## config.mk

```make
export PLATFORM = sky130hd
export DESIGN_NAME = fblcr_top
export DESIGN_NICKNAME = d
export VERILOG_FILES = /design/src/fblcr_pkg.sv /design/src/fblcr_brake_dec.sv /design/src/fblcr_gain_dec.sv /design/src/fblcr_top.sv
export SDC_FILE = /design/constraint.sdc
export NUM_CORES = 1
export LEC_CHECK = 0
export BUFFER_PORTS_ARGS = -buffer_cell sky130_fd_sc_hd__clkbuf_2
export CAP_MARGIN = 20
export CORE_UTILIZATION = 38
export DETAILED_ROUTE_END_ITERATION = 8
export GPL_TIMING_DRIVEN = 0
export PLACE_DENSITY_LB_ADDON = 0.12
export SYNTH_ARGS = -nofsm -noshare
export SYNTH_HDL_FRONTEND = slang
export SYNTH_HIERARCHICAL = 1
export SYNTH_SLANG_ARGS = --single-unit
```

## constraint.sdc

```tcl
create_clock -name ref_clk -period 1.2 [get_ports ref_clk]
set_input_delay 0.06 -clock ref_clk [delete_from_list [all_inputs] [get_ports ref_clk]]
set_output_delay 0.06 -clock ref_clk [all_outputs]
set_load 0.05 [all_outputs]
```

## src/fblcr_pkg.sv

```systemverilog
// Shared constants and state type for the feedback loop configuration block
package fblcr_pkg;

    // ==========================================================
    // Register map
    localparam logic [11:0] FB_CTRL_OFFSET   = 12'h000;
    localparam logic [11:0] FB_STATUS_OFFSET = 12'h004;

    // ==========================================================
    // Control register fields
    localparam int BRAKE_MSB = 6;
    localparam int BRAKE_LSB = 4;
    localparam int SPEED_MSB = 3;
    localparam int SPEED_LSB = 2;
    localparam int GAIN_MSB  = 1;
    localparam int GAIN_LSB  = 0;

    localparam logic [2:0] BRAKE_RST = 3'h3;
    localparam logic [1:0] SPEED_RST = 2'h1;
    localparam logic [1:0] GAIN_RST  = 2'h2;

    // ==========================================================
    // Status register fields
    localparam int STAT_GAIN_CAL  = 0;
    localparam int STAT_BRAKE_OFF = 1;
    localparam int STAT_ROT_MASS  = 2;

    // ==========================================================
    // Loop speed codes
    localparam logic [1:0] SPEED_VERY_SLOW = 2'h0;
    localparam logic [1:0] SPEED_SLOW      = 2'h1;
    localparam logic [1:0] SPEED_FAST      = 2'h2;
    localparam logic [1:0] SPEED_VERY_FAST = 2'h3;

    // ==========================================================
    // Gain codes and amplifier gains in hundredths
    localparam logic [1:0]  GAIN_CODE_LOW  = 2'h0;
    localparam logic [1:0]  GAIN_CODE_MID  = 2'h1;
    localparam logic [1:0]  GAIN_CODE_HIGH = 2'h2;
    localparam logic [11:0] RES_GAIN_LOW   = 12'h1F4;
    localparam logic [11:0] RES_GAIN_MID   = 12'h3E8;
    localparam logic [11:0] RES_GAIN_HIGH  = 12'h7D0;
    localparam logic [11:0] ROT_GAIN_LOW   = 12'h022;
    localparam logic [11:0] ROT_GAIN_MID   = 12'h069;
    localparam logic [11:0] ROT_GAIN_HIGH  = 12'h0B6;

    // ==========================================================
    // Brake ratio table
    localparam logic [4:0] BRAKE_RATIO_0 = 5'h01;
    localparam logic [4:0] BRAKE_RATIO_1 = 5'h02;
    localparam logic [4:0] BRAKE_RATIO_2 = 5'h03;
    localparam logic [4:0] BRAKE_RATIO_3 = 5'h04;
    localparam logic [4:0] BRAKE_RATIO_4 = 5'h06;
    localparam logic [4:0] BRAKE_RATIO_5 = 5'h08;
    localparam logic [4:0] BRAKE_RATIO_6 = 5'h10;
    localparam logic [4:0] BRAKE_RATIO_NONE = 5'h00;
    localparam logic [2:0] BRAKE_CODE_OFF   = 3'h7;

    // ==========================================================
    // Block state
    typedef struct packed {
        logic [2:0]  brake_code;
        logic [1:0]  loop_speed;
        logic [1:0]  gain_code;
        logic        gain_from_cal;
        logic [31:0] prdata;
        logic [11:0] gain_x100;
        logic [4:0]  brake_ratio;
        logic        brake_disable;
    } fblcr_state_t;

endpackage

```

## src/fblcr_brake_dec.sv

```systemverilog
// Braking feedback ratio decoder
`timescale 1ns/1ps

module fblcr_brake_dec (
    input  wire logic [2:0] brake_feedback_ratio,
    output logic      [4:0] ratio,
    output logic            brake_disable
);

    // ==========================================================
    // Decode
    always_comb
    begin
        brake_disable = 1'b0;
        case (brake_feedback_ratio)
            3'h0:    ratio = fblcr_pkg::BRAKE_RATIO_0;
            3'h1:    ratio = fblcr_pkg::BRAKE_RATIO_1;
            3'h2:    ratio = fblcr_pkg::BRAKE_RATIO_2; // [RL8]
            3'h3:    ratio = fblcr_pkg::BRAKE_RATIO_3; // [RL8]
            3'h4:    ratio = fblcr_pkg::BRAKE_RATIO_4; // [RL8]
            3'h5:    ratio = fblcr_pkg::BRAKE_RATIO_5; // [RL8]
            3'h6:    ratio = fblcr_pkg::BRAKE_RATIO_6; // [RL8]
            default:
            begin
                ratio         = fblcr_pkg::BRAKE_RATIO_NONE; // [RL8]
                brake_disable = 1'b1;                        // [RL8]
            end
        endcase
    end

endmodule // fblcr_brake_dec

```

## src/fblcr_gain_dec.sv

```systemverilog
// Back-EMF amplifier gain decoder per actuator type
`timescale 1ns/1ps

module fblcr_gain_dec (
    input  wire logic [1:0]  gain_code,
    input  wire logic        rotating_mass_actuator_mode,
    output logic      [11:0] gain_x100
);

    // ==========================================================
    // Decode
    always_comb
    begin
        case (gain_code)
            fblcr_pkg::GAIN_CODE_LOW:
                gain_x100 = rotating_mass_actuator_mode ? fblcr_pkg::ROT_GAIN_LOW
                                                        : fblcr_pkg::RES_GAIN_LOW; // [RL5]
            fblcr_pkg::GAIN_CODE_MID:
                gain_x100 = rotating_mass_actuator_mode ? fblcr_pkg::ROT_GAIN_MID
                                                        : fblcr_pkg::RES_GAIN_MID; // [RL5]
            // Undefined code 3 falls to the top gain
            default:
                gain_x100 = rotating_mass_actuator_mode ? fblcr_pkg::ROT_GAIN_HIGH
                                                        : fblcr_pkg::RES_GAIN_HIGH; // [RL5] [RL10]
        endcase
    end

endmodule // fblcr_gain_dec

```

## src/fblcr_top.sv

```systemverilog
// Feedback loop configuration register with APB slave and decoded outputs
//
// Operation
// [RL1] Loop speed is a two-bit read/write field in bits 3:2 that resets to 1.
// [RL2] Loop speed codes 0..3 mean very slow, slow, fast, very fast and go to the controller.
// [RL3] Software sets the loop speed before it starts auto calibration.
// [RL4] Back-EMF gain code is a two-bit read/write field in bits 1:0 driving the amplifier.
// [RL5] Gain code 0/1/2 means 5x/10x/20x resonant or 0.34x/1.05x/1.82x rotating mass.
// [RL6] When calibration completes the calibrated gain code is written into the field.
// [RL7] A software write to the gain field replaces the calibrated code until the next update.
// [RL8] Brake codes 2..6 give ratios 3,4,6,8,16 and code 7 turns braking feedback off.
// [RL9] Brake ratio code is a three-bit read/write field in bits 6:4 that resets to 3.
// [RL10] Gain code 3 is stored as written but acts as the top documented gain.
//
// Our own choices: register access over APB and the address map.
`timescale 1ns/1ps

module fblcr_top #(
    parameter int ADDR_W = 12
) (
    input  wire logic              ref_clk,
    input  wire logic              arst_n,
    // APB slave
    input  wire logic              psel,
    input  wire logic              penable,
    input  wire logic              pwrite,
    input  wire logic [ADDR_W-1:0] paddr,
    input  wire logic [31:0]       pwdata,
    input  wire logic [3:0]        pstrb,
    output logic      [31:0]       prdata,
    output logic                   pready,
    output logic                   pslverr,
    // Calibration engine
    input  wire logic              cal_done,
    input  wire logic [1:0]        cal_gain_code,
    // Actuator selection
    input  wire logic              rotating_mass_actuator_mode,
    // Controller and amplifier outputs
    output logic      [1:0]        loop_speed_sel,
    output logic      [1:0]        back_emf_amp_gain_code,
    output logic      [11:0]       back_emf_gain_x100,
    output logic      [2:0]        brake_feedback_ratio,
    output logic      [4:0]        brake_ratio,
    output logic                   brake_feedback_off
);

    // ==========================================================
    // State
    fblcr_pkg::fblcr_state_t st_r;
    fblcr_pkg::fblcr_state_t st_nxt;

    // ==========================================================
    // Bus decode
    logic              setup_ph;
    logic              access_ph;
    logic              hit_ctrl;
    logic              hit_stat;
    logic              mapped;
    logic              wr_ctrl;
    logic [7:0]        ctrl_view;
    logic [7:0]        stat_view;
    logic [ADDR_W-1:0] ctrl_addr;
    logic [ADDR_W-1:0] stat_addr;

    assign ctrl_addr = ADDR_W'(fblcr_pkg::FB_CTRL_OFFSET);
    assign stat_addr = ADDR_W'(fblcr_pkg::FB_STATUS_OFFSET);

    assign setup_ph  = psel && !penable;
    assign access_ph = psel && penable;

    always_comb
    begin
        hit_ctrl = 1'b0;
        hit_stat = 1'b0;
        if (paddr == ctrl_addr)
        begin
            hit_ctrl = 1'b1;
        end
        else if (paddr == stat_addr)
        begin
            hit_stat = 1'b1;
        end
    end

    assign mapped = hit_ctrl || hit_stat;

    // Zero wait states; status writes are dropped without error
    assign pready  = 1'b1;
    assign pslverr = access_ph && !mapped;

    // Only byte lane 0 holds bits
    assign wr_ctrl = access_ph && pwrite && hit_ctrl && pstrb[0];

    // ==========================================================
    // Read views
    always_comb
    begin
        ctrl_view = 8'h00;
        ctrl_view[fblcr_pkg::BRAKE_MSB:fblcr_pkg::BRAKE_LSB] = st_r.brake_code; // [RL9]
        ctrl_view[fblcr_pkg::SPEED_MSB:fblcr_pkg::SPEED_LSB] = st_r.loop_speed; // [RL1]
        ctrl_view[fblcr_pkg::GAIN_MSB:fblcr_pkg::GAIN_LSB]   = st_r.gain_code;  // [RL4]
    end

    always_comb
    begin
        stat_view = 8'h00;
        stat_view[fblcr_pkg::STAT_GAIN_CAL]  = st_r.gain_from_cal;
        stat_view[fblcr_pkg::STAT_BRAKE_OFF] = st_r.brake_disable;
        stat_view[fblcr_pkg::STAT_ROT_MASS]  = rotating_mass_actuator_mode;
    end

    // ==========================================================
    // Decoders
    logic [1:0]  gain_code_nxt;
    logic [2:0]  brake_code_nxt;
    logic [11:0] gain_dec;
    logic [4:0]  ratio_dec;
    logic        off_dec;

    fblcr_gain_dec u_gain_dec (
        .gain_code                   (gain_code_nxt),
        .rotating_mass_actuator_mode (rotating_mass_actuator_mode),
        .gain_x100                   (gain_dec)
    );

    fblcr_brake_dec u_brake_dec (
        .brake_feedback_ratio (brake_code_nxt),
        .ratio                (ratio_dec),
        .brake_disable        (off_dec)
    );

    // ==========================================================
    // Field updates
    // Code fields settle apart from the state fill, which reads the
    // decoders that read these; one process for both would loop on itself
    always_comb
    begin
        gain_code_nxt  = st_r.gain_code;
        brake_code_nxt = st_r.brake_code;
        if (cal_done)
        begin
            gain_code_nxt = cal_gain_code; // [RL6]
        end
        if (wr_ctrl)
        begin
            brake_code_nxt = pwdata[fblcr_pkg::BRAKE_MSB:fblcr_pkg::BRAKE_LSB]; // [RL9]
            gain_code_nxt  = pwdata[fblcr_pkg::GAIN_MSB:fblcr_pkg::GAIN_LSB];   // [RL7]
        end
    end

    always_comb
    begin
        st_nxt = st_r;

        // Calibration result lands first
        if (cal_done)
        begin
            st_nxt.gain_from_cal = 1'b1; // [RL6]
        end

        // A write in the same cycle is the newer intent and wins
        if (wr_ctrl)
        begin
            st_nxt.loop_speed    = pwdata[fblcr_pkg::SPEED_MSB:fblcr_pkg::SPEED_LSB]; // [RL1]
            st_nxt.gain_from_cal = 1'b0;                                              // [RL7]
        end

        // Code 3 is kept as written; only the decode saturates
        st_nxt.gain_code  = gain_code_nxt;  // [RL4] [RL10]
        st_nxt.brake_code = brake_code_nxt; // [RL9]

        // Decoded values follow the fields, re-evaluated every cycle so an
        // actuator type change is picked up without a register write
        st_nxt.gain_x100     = gain_dec;  // [RL5]
        st_nxt.brake_ratio   = ratio_dec; // [RL8]
        st_nxt.brake_disable = off_dec;   // [RL8]

        // Read data latched in setup so it comes out of a flop in access
        if (setup_ph && !pwrite)
        begin
            if (hit_ctrl)
            begin
                st_nxt.prdata = {24'h000000, ctrl_view};
            end
            else if (hit_stat)
            begin
                st_nxt.prdata = {24'h000000, stat_view};
            end
            else
            begin
                st_nxt.prdata = 32'h00000000;
            end
        end
    end

    // ==========================================================
    // Registers
    always_ff @(posedge ref_clk or negedge arst_n)
    begin
        if (!arst_n)
        begin
            st_r.brake_code    <= fblcr_pkg::BRAKE_RST; // [RL9]
            st_r.loop_speed    <= fblcr_pkg::SPEED_RST; // [RL1]
            st_r.gain_code     <= fblcr_pkg::GAIN_RST;
            st_r.gain_from_cal <= 1'b0;
            st_r.prdata        <= 32'h00000000;
            st_r.gain_x100     <= fblcr_pkg::RES_GAIN_HIGH;
            st_r.brake_ratio   <= fblcr_pkg::BRAKE_RATIO_3;
            st_r.brake_disable <= 1'b0;
        end
        else
        begin
            st_r <= st_nxt;
        end
    end

    // ==========================================================
    // Outputs
    assign prdata                 = st_r.prdata;
    // Calibration uses this live setting, so it must be set beforehand
    assign loop_speed_sel         = st_r.loop_speed;    // [RL2] [RL3]
    assign back_emf_amp_gain_code = st_r.gain_code;     // [RL4]
    assign back_emf_gain_x100     = st_r.gain_x100;     // [RL5]
    assign brake_feedback_ratio   = st_r.brake_code;    // [RL9]
    assign brake_ratio            = st_r.brake_ratio;   // [RL8]
    assign brake_feedback_off     = st_r.brake_disable; // [RL8]

endmodule // fblcr_top

```

Yosys cells after proc, flatten, opt, wreduce, memory -nomap -nowiden --
Index checks and enable logic that the tools add are counted.
Word-level totals: register bits 58, output and inout port bits 59, logic and storage cells 48
Cells by class: eq/ne operators 8, muxes and demuxes 16, reduce and logical (&&, ||, !) cells 16
Operator list (count):
- one-hot mux 5 bit (7 select lines) | 1
- one-hot mux 12 bit (2 select lines) | 1
- equality test 12 x 3 -> 1 bit, second input constant | 1
- logical NOT 12 bit | 1
- two-way mux 11 bit | 1
- two-way mux 10 bit | 1
- equality test 3 bit, second input constant | 3
- two-way mux 9 bit | 1
- logical AND 1 bit | 7
- two-way mux 7 bit | 1
- OR reduction 7 bit | 1
- equality test 3 x 2 -> 1 bit, second input constant | 2
- two-way mux 1 bit | 6
- two-way mux 3 bit | 2
- two-way mux 2 bit | 2
- equality test 3 x 1 -> 1 bit, second input constant | 1
- logical NOT 1 bit | 3
- logical NOT 3 bit | 1
- equality test 2 x 1 -> 1 bit, second input constant | 1
- logical NOT 2 bit | 1
- nonzero test 2 bit | 1
- logical OR 1 bit | 1

Depth between registers and ports, before layout --
depth after elaboration 8, gate-level depth with buffers 6, gate-level depth less buffers 6

By module --
Netlist, hierarchy kept.
By module, submodules not included:
- fblcr_top | instances 1, cells an instance 135, area an instance 1582.8 sq um
- fblcr_gain_dec | instances 1, cells an instance 15, area an instance 83.8 sq um
- fblcr_brake_dec | instances 1, cells an instance 10, area an instance 60.1 sq um

Worst setup path before layout --
No wires, ideal clock.
kind in2reg, from input paddr[4], to register brake_ratio[2] (netlist name), library setup time 0.079 ns, arrival time 1.808 ns, data required time 1.121 ns, path slack -0.686 ns, cell stages on the path 6, path buffers 0, cells stage by stage nor4_1 > nand3_2 > nor3_4 > mux2_2 > or3b_1 > o21ai_0
Between the ends: word-level cells in the longest chain between the ends 7
RTL lines:
- start, declared | line fblcr_top.sv:27 | input wire logic [ADDR_W-1:0] paddr,
- logical NOT 12 bit (*) | line fblcr_top.sv:75 | if (paddr == ctrl_addr)
- two-way mux 1 bit (*) | line fblcr_top.sv:75
- logical AND 1 bit (*) (2 in a row) | line fblcr_top.sv:92 | assign wr_ctrl = access_ph && pwrite && hit_ctrl && pstrb[0];
- two-way mux 3 bit (*) | line fblcr_top.sv:144 | if (wr_ctrl)
- net brake_code_nxt[0] | line fblcr_top.sv:115 | logic [2:0] brake_code_nxt;
- equality test 3 bit (tied with other cells) | line fblcr_brake_dec.sv:15 | case (brake_feedback_ratio)
- one-hot mux 5 bit (7 select lines) (*) | line fblcr_brake_dec.sv:15
- net ratio_dec[2] | line fblcr_top.sv:117 | logic [4:0] ratio_dec;
Mark *: on every way through the listed nets, which the timed path passes. The rest lies on a longest branch. A chain may end at the register's enable or synchronous reset.

Worst setup path after layout --
from input paddr[7], to register brake_ratio[1] (netlist name)
Between the ends: word-level cells in the longest chain between the ends 7
RTL lines (line):
- logical NOT 12 bit (*) | fblcr_top.sv:75
- two-way mux 1 bit (*) | fblcr_top.sv:75
- logical AND 1 bit (*) (2 in a row) | fblcr_top.sv:92
- two-way mux 3 bit (*) | fblcr_top.sv:144
- net brake_code_nxt[1] | fblcr_top.sv:115
- equality test 3 bit (tied with other cells) | fblcr_brake_dec.sv:15
- one-hot mux 5 bit (7 select lines) (*) | fblcr_brake_dec.sv:15
- net ratio_dec[1] | fblcr_top.sv:117
Marked as above.

==> flow_metrics.env <==
export IMPL_status="complete, but fails checks"
export IMPL_violations="setup timing"
export IMPL_synth_seq_area_share=0.486
export IMPL_rsz0062_at_grt="yes"
export IMPL_postSynthAreaPerCell_um2=10.8
export IMPL_fp_row_count=24
export IMPL_grt_pass1_wl_um=5060
export IMPL_cp_startpoint="paddr[7]"
export IMPL_placed_area_um2=2220
export IMPL_clk_latency_ns=0.28
export IMPL_die_w_um=69.4
export IMPL_drc=0
export IMPL_crit_fanout=4
export IMPL_gr_usage_all_layers=0.136
export IMPL_critPathBufInv=1
export IMPL_ys_warnings_count=6
export IMPL_crit_path_max_incr_delay_ns=0.41
export IMPL_hold_class="input pin to register"
export IMPL_crit_end="brake_ratio[1]$_DFF_PN0_"
export IMPL_grt_antenna_before_repair=0
export IMPL_dieArea_um2=4820
export IMPL_gp_congestion=0.685
export IMPL_swShare=0.326
export IMPL_detail_route_wirelength_um=3330
export IMPL_post_synth_top_area_fraction=0.319
export IMPL_final_cell_area_um2=2530
export IMPL_yosys_register_bits=33
export IMPL_synthToLayoutAreaGrowth_pct=46.3
export IMPL_clock_sinks=33
export IMPL_fin_nets=317
export IMPL_final_cell_mix="buf_4, clkbuf_2, conb_1"
export IMPL_skew_ns=0.00192
export IMPL_htree_levels=2
export IMPL_rr_startpoint="back_emf_amp_gain_code[1]$_DFF_PN1_"
export IMPL_diodes=0
export IMPL_final_hold_violation_count=0
export IMPL_fmax_ghz=0.674
export IMPL_power_internal_uw=1820
export IMPL_r2r_end="back_emf_gain_x100[2]$_DFF_PN0_"
export IMPL_arrival_ns=1.69
export IMPL_p_comb_frac=0.266
export IMPL_seq_power_share=0.439
export IMPL_ioPinCount=116
export IMPL_synth_cells=160
export IMPL_power_density_nw_per_um2=1070
export IMPL_path_delay_family="simple AND/OR/NAND/NOR gates"
export IMPL_drt_iter0_markers=68
export IMPL_synth_edff_count=0
export IMPL_cap_violations=0
export IMPL_cp_depth=7
export IMPL_final_common_cell="buf_4"
export IMPL_timing_final_crit_share=1.24
export IMPL_cts_max_path_buffers=2
export IMPL_grt_max_degree=34
export IMPL_crit_required_ns=1.41
export IMPL_vias_per_cell=4.06
export IMPL_grt_pass1_vias=1156
export IMPL_start_kind="input pin"
export IMPL_pwr_share_clk=0.295
export IMPL_critical_path_class="input pin to register"
export IMPL_vias=1271
export IMPL_ys_top_cells_by_area="dfrtp_1, buf_4, dfstp_2"
export IMPL_finalSetupViolCount=19
export IMPL_ff2ff_path_depth=3
export IMPL_slew_viol_final=0
export IMPL_drive_above_1_share=0.659
export IMPL_clk_pin_slew_ns=0.07
export IMPL_leakagePower_uw=0.00136
export IMPL_async_flop_share=1.00
export IMPL_rrSetupSlack_ns=-0.15
export IMPL_relSlewSlack=0.469
export IMPL_drt_pass1_iter_count=4
export IMPL_period_minus_slack_ns=1.48
export IMPL_ys_flop_type="dfrtp_1"
export IMPL_worstPathCellList="buf_6 -> nor4_4 -> nand3_4 -> nor3_4 -> mux2_4 -> or3b_4 -> o21ai_1"
export IMPL_die_y_um=69.4
export IMPL_numPortBuffers=60
export IMPL_synth_distinct_cells=27
export IMPL_dpl_hpwl_um=2300
export IMPL_worst_slew_pin_slew_ns=0.797
export IMPL_cp_end_kind="register"
export IMPL_cts_tree="done"
export IMPL_synth_area_leader_cell="dfrtp_1"
export IMPL_dp_slack_ns=-0.899
export IMPL_grt_overflow=0
export IMPL_slowest_stage="or3b_4"
export IMPL_vdd_drop_max_mv=0.489
export IMPL_clockRootBuffer="clkbuf_8"
export IMPL_p_switching_uw=879
export IMPL_coreArea_um2=4350
export IMPL_wire_per_inst_um=10.6
export IMPL_syn_area_um2=1730
export IMPL_cts_buffers=5
export IMPL_ant_nets=0
export IMPL_initial_core_util=0.397
export IMPL_fin_ws_ns=-0.285
[cell families (layout without fill, tap and decap cells)]
group,Yosys count,count (layout),share of synthesized area
muxes,13,13,0.0848
buffers and inverters,62,139,0.261
other,3,27,0.00652
xor gates and xnor gates,1,1,0.00507
and+or+nand+nor,37,37,0.113
DFF,33,33,0.486
AOI/OAI and AO/OA,11,11,0.0435
[cell usage after synthesis, types with 2 or more instances]
cell     number
buf_4        58
dfrtp_1      22
nand2_1      14
dfstp_2      11
mux2_2        9
nor2_1        9
o31ai_1       7
conb_1        3
mux2i_1       3
o21ai_0       3
and3_2        2
inv_1         2
nor2b_1       2
nor4_1        2
[metal layers]
layer,track usage,share of wire,vias to the layer above,wire length [um]
met5,0,0,-,0
met4,0.0544,0.019,0,62
met3,0.0494,0.064,6,213
met2,0.223,0.49,42,1640
met1,0.161,0.42,586,1410
li1,-,-,637,-
[power by group through the flow]
stage	combinational [uW]	sequential, uW	clock [uW]
6_report	717	1180	794
5_1_grt	752	1190	862
4_1_cts	703	1180	812
3_5_place_dp	664	1200	0
3_3_place_gp	661	1200	0
2_1_floorplan	535	1200	0
[how the worst min path moves through the flow]
stage	startpoint	end	depth (start not counted)
2_1_floorplan	arst_n	back_emf_amp_gain_code[0]$_DFF_PN0_	0
3_3_place_gp	arst_n	back_emf_gain_x100[0]$_DFF_PN0_	1
3_5_place_dp	arst_n	back_emf_gain_x100[0]$_DFF_PN0_	1
4_1_cts	pwdata[2]	loop_speed_sel[0]$_DFFE_PN1P_	2
5_1_grt	pwdata[2]	loop_speed_sel[0]$_DFFE_PN1P_	2
6_report	pwdata[2]	loop_speed_sel[0]$_DFFE_PN1P_	2
[cell type report]
type                            instances  area [um^2]
Tap cell                               52         65.1
Sequential cell                        33          840
Multi-Input combinational cell         89          628
Clock buffer                            6         72.6
Buffer                                 59          439
Clock inverter                          2         10.0
Timing Repair Buffer                   69          460
Inverter                                3         11.3
Fill cell                             401         1830
[state kept, by name (all words and copies together) (netlist names)]
| signal | count |
|---|---|
| loop_speed_sel | 2 |
| back_emf_gain_x100 | 12 |
| brake_ratio | 5 |
| brake_feedback_ratio | 3 |
| back_emf_amp_gain_code | 2 |
| prdata | 7 |
| brake_feedback_off | 1 |
| st_r | 1 |
[stage by stage]
| stage | instances | hold slack (ns) | utilization | total power [uW] | TNS [ns] |
|---|---|---|---|---|---|
| after floorplan | 184 | -0.236 | - | 1730 | -6.53 |
| after global placement | 296 | 0.181 | 0.510 | 1860 | -14.65 |
| after detailed placement | 296 | 0.187 | 0.510 | 1870 | -14.96 |
| after CTS | 311 | 0.00471 | 0.565 | 2700 | -3.94 |
| after global routing | 313 | 0.00579 | 0.580 | 2800 | -4.73 |
| final | 313 | 0.0111 | 0.580 | 2690 | -2.96 |
[timing repair]
action	in CTS	in global routing
buffers inserted	6	2
pin swaps	4	4
hold endpoints to repair	22	0
hold buffers	1	0
setup endpoints to repair	35	25
gates resized for setup	27	18
Note: power is estimated with default switching activity, not from simulation.
